### config.mk
export PLATFORM = sky130hd
export DESIGN_NAME = mdv_core
export DESIGN_NICKNAME = d
export VERILOG_FILES = /design/src/mdv_pkg.sv /design/src/mdv_core.sv
export SDC_FILE = /design/constraint.sdc
export NUM_CORES = 2
export LEC_CHECK = 0
export ABC_AREA = 1
export BUFFER_PORTS_ARGS = -buffer_cell sky130_fd_sc_hd__buf_2
export CORE_MARGIN = 2
export CORE_UTILIZATION = 40
export DETAILED_ROUTE_END_ITERATION = 8
export GPL_ROUTABILITY_DRIVEN = 0
export PLACE_DENSITY_LB_ADDON = 0.12
export SETUP_SLACK_MARGIN = 0.02
export SYNTH_ARGS = -nofsm -noshare
export SYNTH_HDL_FRONTEND = slang
export SYNTH_SLANG_ARGS = --single-unit
### constraint.sdc
create_clock -name mclk -period 97.7 [get_ports mclk]
set_input_delay 9.77 -clock mclk [delete_from_list [all_inputs] [get_ports mclk]]
set_output_delay 9.77 -clock mclk [all_outputs]
set_load 0.02 [all_outputs]
### src/mdv_pkg.sv
// shared constants and types for the 16x16 multiplier/divider
package mdv_pkg;
  localparam int DW = 16;
  // instruction codes
  localparam logic [2:0] CODE_DIV = 3'h4;
  localparam logic [2:0] CODE_FRAC = 3'h5;
  localparam logic [2:0] CODE_INT = 3'h6;
  localparam logic [2:0] CODE_READ = 3'h7;
  localparam logic [2:0] CODE_ROUND = 3'h5;
  // cycle counts, including the operand load cycle
  localparam int MUL_CYCLES = 9;
  localparam int DIV_INT_CYCLES = 21;
  localparam int DIV_FRAC_CYCLES = DIV_INT_CYCLES - 1;
  localparam int INIT_MAX_CYCLES = 21;
  localparam int CNT_W = 5;
  // reset values
  localparam logic [DW-1:0] REG_RST = 16'h0000;
  localparam logic [CNT_W-1:0] CNT_RST = 5'h00;
  // sequencer states
  typedef enum logic [3:0] {
    ST_IDLE,
    ST_OPND,
    ST_OPZ,
    ST_OPW,
    ST_MUL,
    ST_MEND,
    ST_DIV,
    ST_DEND
  } mdv_state_t;
  // shared bus drive side
  typedef struct packed {
    logic oe_n;
    logic [DW-1:0] data;
  } mdv_bus_drv_t;
endpackage

### src/mdv_core.sv
// sequencer-controlled 16x16 multiplier and 32/16 divider
`timescale 1ns/1ps
`default_nettype none

module mdv_core #(
  parameter int MUL_CYC = mdv_pkg::MUL_CYCLES,
  parameter int DIV_CYC = mdv_pkg::DIV_INT_CYCLES
) (
  // clock, reset, enable
  input wire logic mclk,
  input wire logic reset_n,
  input wire logic clk_en,
  // host control
  input wire logic go_n,
  input wire logic [2:0] instr_code,
  // shared bus
  input wire logic [mdv_pkg::DW-1:0] bidir_bus,
  output var mdv_pkg::mdv_bus_drv_t bus_drv,
  // status
  output logic arith_overflow_flag
);
  import mdv_pkg::*;

  if (MUL_CYC < 3 || DIV_CYC < 4 || DIV_CYC > 31 || MUL_CYC > 31) begin : g_chk
    $error("mdv_core: cycle counts out of range");
  end

  mdv_state_t state, next_state;
  logic [CNT_W-1:0] cnt, next_cnt;
  logic [DW-1:0] z, next_z, w, next_w;
  logic [DW-1:0] prior_operand_rank, next_prior;
  logic [DW-1:0] xw, next_xw, y, next_y;
  logic frac, next_frac, neg, next_neg, acc, next_acc;
  logic next_ovf;

  // arithmetic results, used at the last compute cycle
  logic signed [33:0] prod34, addend34, sum34;
  logic signed [33:0] dvd34, dvs34, quo34, rem34;
  logic mul_ovf, div_ovf;

  logic act, is_read, wait_st, load_st;
  assign act = clk_en & ~go_n;
  assign is_read = act & (instr_code == CODE_READ);
  assign wait_st = (state != ST_MUL) && (state != ST_DIV);
  assign load_st = (state == ST_OPND) || (state == ST_OPZ) ||
                   (state == ST_OPW);

  // bus is driven from the high half register during read cycles in the idle and end states
  always_comb begin
    bus_drv.data = z;
    bus_drv.oe_n = ~(is_read && wait_st && !load_st);
  end

  always_comb begin
    // product in 2^-31 (fractional) or 2^0 (integer) weight
    prod34 = 34'(signed'(xw) * signed'(y));
    if (frac) begin
      prod34 = 34'(prod34 <<< 1);
    end
    if (neg) begin
      prod34 = -prod34;
    end
    addend34 = acc ? 34'(signed'({z, w})) : 34'sh0;
    sum34 = prod34 + addend34;
    mul_ovf = (sum34[33:31] != 3'h0) && (sum34[33:31] != 3'h7);
    // divisor doubled in fractional mode so the quotient stays Q15
    dvd34 = 34'(signed'({z, w}));
    dvs34 = frac ? 34'(signed'({xw, 1'b0})) : 34'(signed'(xw));
    if (xw == REG_RST) begin
      quo34 = 34'sh0;
      rem34 = dvd34;
    end else begin
      quo34 = dvd34 / dvs34;
      rem34 = 34'(dvd34 - quo34 * dvs34);
    end
    div_ovf = (xw == REG_RST) ||
              (quo34 > 34'sh7FFF) || (quo34 < -34'sh8000);
  end

  always_comb begin
    next_state = state;
    next_cnt = cnt;
    next_z = z;
    next_w = w;
    next_prior = prior_operand_rank;
    next_xw = xw;
    next_y = y;
    next_frac = frac;
    next_neg = neg;
    next_acc = acc;
    next_ovf = arith_overflow_flag;
    if (clk_en) begin
      unique case (state)
        ST_MUL, ST_DIV: begin
          // loading while processing into the first operand rank
          if (act && instr_code == CODE_INT) begin
            next_prior = bidir_bus;
          end
          if (cnt != CNT_RST) begin
            next_cnt = cnt - 5'h01;
          end else if (state == ST_MUL) begin
            next_state = ST_MEND;
            next_z = sum34[31:16];
            next_w = sum34[15:0];
            next_ovf = mul_ovf;
          end else begin
            next_state = ST_DEND;
            next_z = quo34[15:0];
            next_w = rem34[15:0];
            next_ovf = div_ovf;
          end
        end
        default: begin
          if (act) begin
            if (instr_code == CODE_READ) begin
              next_state = ST_IDLE;
              if (!load_st) begin
                next_z = w;
                next_w = z;
              end
              next_ovf = 1'b0;
            end else if (instr_code[2] == 1'b0) begin
              // start a multiply, Y from the bus
              next_y = bidir_bus;
              next_xw = prior_operand_rank;
              next_neg = instr_code[0];
              next_acc = instr_code[1] || state == ST_OPZ ||
                         state == ST_OPW || state == ST_MEND ||
                         state == ST_DEND;
              if (state == ST_IDLE || state == ST_OPND) begin
                next_acc = instr_code[1];
              end
              if (state == ST_OPZ && instr_code[1]) begin
                next_w = z;
                next_z = {DW{z[DW-1]}};
              end
              if (state == ST_OPW && instr_code[1]) begin
                next_z = {DW{w[DW-1]}};
              end
              if ((state == ST_MEND || state == ST_DEND) &&
                  !instr_code[1]) begin
                next_acc = 1'b0;
              end
              next_state = ST_MUL;
              next_cnt = CNT_W'(MUL_CYC - 3);
              next_ovf = 1'b0;
            end else if ((state == ST_MEND || state == ST_DEND) &&
                         instr_code == CODE_ROUND) begin
              if (state == ST_MEND) begin
                next_z = z + {15'h0000, w[DW-1]};
              end else begin
                next_z = {z[DW-1:1], z[0] | (w != REG_RST)};
              end
              next_w = REG_RST;
              next_state = ST_IDLE;
            end else if (instr_code == CODE_INT &&
                         (state == ST_OPZ || state == ST_OPW)) begin
              next_w = bidir_bus;
              next_state = ST_OPW;
            end else if (instr_code == CODE_INT && state == ST_OPND) begin
              next_z = bidir_bus;
              next_w = REG_RST;
              next_state = ST_OPZ;
            end else if (instr_code != CODE_DIV &&
                         (state == ST_IDLE || state == ST_MEND ||
                          state == ST_DEND)) begin
              next_prior = bidir_bus;
              if (state == ST_IDLE) begin
                next_frac = (instr_code == CODE_FRAC);
              end
              next_state = ST_OPND;
            end else begin
              // divide start: code 4 anywhere, code 5 after operand
              next_xw = prior_operand_rank;
              if (state == ST_OPND && instr_code == CODE_DIV) begin
                next_z = {DW{w[DW-1]}};
              end else if (state == ST_OPND) begin
                next_w = REG_RST;
              end else if (state == ST_OPZ && instr_code == CODE_DIV) begin
                next_w = bidir_bus;
              end
              // a high half filled with the sign of w makes this a single-length divide
              next_state = ST_DIV;
              next_cnt = frac ? CNT_W'(DIV_CYC - 4) :
                                CNT_W'(DIV_CYC - 3);
              if (state == ST_IDLE && instr_code == CODE_DIV) begin
                next_cnt = frac ? CNT_W'(DIV_CYC - 4) :
                                  CNT_W'(DIV_CYC - 3);
              end
              next_ovf = 1'b0;
            end
          end
        end
      endcase
    end
  end

  always_ff @(posedge mclk) begin
    if (!reset_n) begin
      state <= ST_IDLE;
      cnt <= CNT_RST;
      z <= REG_RST;
      w <= REG_RST;
      prior_operand_rank <= REG_RST;
      xw <= REG_RST;
      y <= REG_RST;
      frac <= 1'b0;
      neg <= 1'b0;
      acc <= 1'b0;
      arith_overflow_flag <= 1'b0;
    end else begin
      state <= next_state;
      cnt <= next_cnt;
      z <= next_z;
      w <= next_w;
      prior_operand_rank <= next_prior;
      xw <= next_xw;
      y <= next_y;
      frac <= next_frac;
      neg <= next_neg;
      acc <= next_acc;
      arith_overflow_flag <= next_ovf;
    end
  end

  // helper: consecutive enabled cycles with read code held
  logic [CNT_W-1:0] hold7;
  always_ff @(posedge mclk) begin
    if (!reset_n) begin
      hold7 <= CNT_RST;
    end else if (clk_en) begin
      if (!is_read) begin
        hold7 <= CNT_RST;
      end else if (hold7 != 5'h1F) begin
        hold7 <= hold7 + 5'h01;
      end
    end
  end
endmodule // mdv_core

`default_nettype wire

==> metrics.md <==
| Metric | Value |
|---|---|
| Layout overhead on the synthesized area | 6.23% |
| Die outline area | 0.142 mm2 |
| Setup Viol. Count Final | 0 |
| Number of top-level design ports | 41 |
| Max Fanout on Critical Path | 34 |
| Crit path largest cell delay | 0.55 ns |
| Number of max-cap violations | 0 |
| Clock root buffer master | clkbuf_16 |
| Normalized max-slew margin | 23.4% |
| Synth top area cells | ha_1 (18%), nand2_1 (16%), fa_1 (13%), inv_1 (11%), a21oi_1 (6.1%) |
| Worst hold margin | between 0.4 and 0.5 ns |
| Netlist Area Pre-Place | between 0.05 and 0.06 mm2 |
| Status | complete, no violations |
| Count of H-tree levels built during CTS | 3 |
| Cell row count | roughly 140 |
| Leading register cell type out of synthesis | dfxtp_1 |
| Pin count of the biggest net entering global routing | 72 |
| Total of flip-flops plus latches after synthesis | 92 |
| Hold violation count in the final report | 0 |
| Cell at the slowest stage of the critical path | fa_1 |
| # port buffers | 40 |
| Sum of overflow across all layers after global routing | 0 |
| Placeable core area | 0.138 mm2 |
| Arrival time reported for the critical path endpoint | 89.34 ns |
| Maximum number of buffers from clock root to sink | 2 |
| CP Class | reg -> reg |
| Capturing element of the worst setup path | w[15] |
| Start point of the critical path | xw[0] |
| Final setup slack of the worst path | 8.64 ns |
| Post-synth top area cell | ha_1 |
| Area share of the largest cell type after synthesis | 17.5% |
| Die W | about 380 um |
| Number of enable flip-flop cells after synthesis | 0 |
| Final Critical Period | 89.06 ns |
| Total routed wirelength | 198000 um |
| Total of hold buffers inserted after clock tree synthesis | 0 |
| Ranking of synthesized cells by instance count | nand2_1 (2321), inv_1 (1567), ha_1 (780) |
| Sequential fraction of the synthesis area | around 3.3% |
| Fin crit share | 91.2% |
| Register-to-register setup slack | between 8 and 9 ns |
| TritonCTS clock tree | done |
| Proportion of layout cells with a drive suffix above 1 | under 10% |
| First-iteration detailed-routing DRC count | 5273 |
| F_max | 11.2 MHz |
| Via count | about 58000 |
| Average via count per standard cell | about 5.3 |
| Post-layout util | 42.9% |
| Proportion of register bits with asynchronous set or reset after synthesis | 0% |
| Worst-Margin Slew | 1.14 ns |
| Hold Path Class | reg -> reg |
| Crit Reg-Reg Startpoint | xw[0] |
| Critical path endpoint category | flop |
| WP data required | a little under 100 ns |
| Worst hold stages | 2 |
| Setup slack at placement | -0.683 ns |
| Final routed wire length divided by cell count | between 15 and 20 um |
| Total DRC errors in the routed layout | 0 |
| Worst-skew pair later-pin latency | 0.37 ns |
| Warning count from the yosys run | 0 |
| Most common cell in the synthesized netlist | nand2_1 |
| Synthesized netlist cell count | 8937 |
| Worst Reg2Reg Path Length in Cells | just over 600 |
| Clock-pin slew reported for the worst setup and hold paths after clock tree synthesis | ~0.070 ns |
| Antenna violation net count after detailed routing | 0 |
| Post-layout nets | 10200 |
| Count of pins over their slew limit | 0 |
| Post-DP HPWL | ~160000 um |
| Post-route setup TNS | 0 ns |
| Initial core utilization | 40.4% |
| Sort of element at the start of the critical path | flop |
| Maximum clock skew at final layout | approximately 0.012 ns |
| Post-synthesis average cell area | ~6.2 um2 |
| Count of TritonRoute iterations in the first routing pass | 9 |
| Die Ht | 377 um |
| Number of clock buffers inserted by TritonCTS | 9 |
| Wire length of the first global-routing pass | 304000 um |
| Cell repeated most along the worst path | nand2_1 |
| Number of antenna violations at the first check in global routing | 6 |
| Clock Sinks | about 90 |
| Global-route usage over all layers | 27.0% |
| Number of global-route vias before repair | 53200 |
| Endpoint of the lowest-slack register-to-register path | w[15] |
| Filler cell count in the final layout | about 15000 |
| Number of library cell types mapped by synthesis | 86 |
| Total inserted antenna cells | 0 |
-- stage by stage --
stage	cell area, um2	cells
floorplan	56200	9090
global placement	57900	10700
detailed placement	57900	10700
CTS	58200	10800
global route	59100	10800
finish	59100	10800
-- worst min-delay path by stage --
stage                                 from                endpoint
floorplan           prior_operand_rank[13]  prior_operand_rank[13]
global placement    prior_operand_rank[13]  prior_operand_rank[13]
detailed placement   prior_operand_rank[2]   prior_operand_rank[2]
CTS                  prior_operand_rank[2]   prior_operand_rank[2]
global route         prior_operand_rank[4]   prior_operand_rank[4]
finish               prior_operand_rank[2]   prior_operand_rank[2]
-- final cells by class --
| cell class | count | area [um2] | area share (%) |
|---|---|---|---|
| multi-input combinational | 7139 | 47400 | 80.1 |
| inverter | 1613 | 6110 | 10.3 |
| tap | 1794 | 2240 | 3.80 |
| sequential | 92 | 1850 | 3.13 |
| timing repair buffer | 165 | 1220 | 2.06 |
| clock buffer | 10 | 229 | 0.387 |
| clock inverter | 6 | 46.3 | 0.0783 |
| timing repair inverter | 8 | 45.0 | 0.0762 |
-- logic make-up after synthesis --
group	count (synthesis)	synth area share, %
AOI/OAI and AO/OA	1702	17.3
xor gates and xnor gates	537	8.46
adders and majority gates	1137	30.4
buffers and inverters	1868	13.4
DFF	92	3.31
muxes	15	0.270
other	2	0.0135
and+or+nand+nor	3584	26.8
-- cells in the final DEF (no fill, tap or decap), types with 40 or more instances in the layout --
master,instances
buf_4,115
xor2_1,326
a21o_1,43
a31oi_1,43
nand4_1,47
o21ai_0,509
buf_2,40
a21oi_1,664
nand2_2,47
xnor2_1,208
o21ai_1,123
nor2_1,553
nor3_1,95
inv_1,1550
ha_1,780
fa_1,357
conb_1,155
nand2_1,2312
o21ai_2,45
o21bai_1,48
or2_2,69
nand3_1,315
dfxtp_1,87
-- state kept, by name, indices dropped and copies added, names as in the netlist --
signal,flops
acc,1
arith_overflow_flag,1
cnt,5
frac,1
neg,1
prior_operand_rank,16
state,3
w,16
xw,16
y,16
z,16
-- metal layers --
metal / wire length [um] / GRT usage [%] / vias to the layer above
li1: - / - / 28700
met1: 94600 / 39.8 / 27000
met2: 84900 / 42.3 / 1875
met3: 14100 / 2.99 / 233
met4: 4080 / 5.01 / 6
met5: 42 / 0 / -
-- critical path, delay by kind of cell, from the launching register on --
family                     cells  cell delay, ns
AOI/OAI and AO/OA            203           35.45
xor gates and xnor gates       7            1.20
adders and majority gates     41           13.74
buffers and inverters        111           11.10
DFF                            1            0.31
muxes                          1            0.17
and+or+nand+nor              254           26.73
-- what timing repair did --
item	CTS	global route
cloned	0	18
setup endpoints to repair	5	33
setup buffers	0	46
gates resized for setup	5	131
pin swaps	0	11
Power is not shown: default switching activity piles up to over one toggle a cycle in this logic, so the estimate is an artifact.
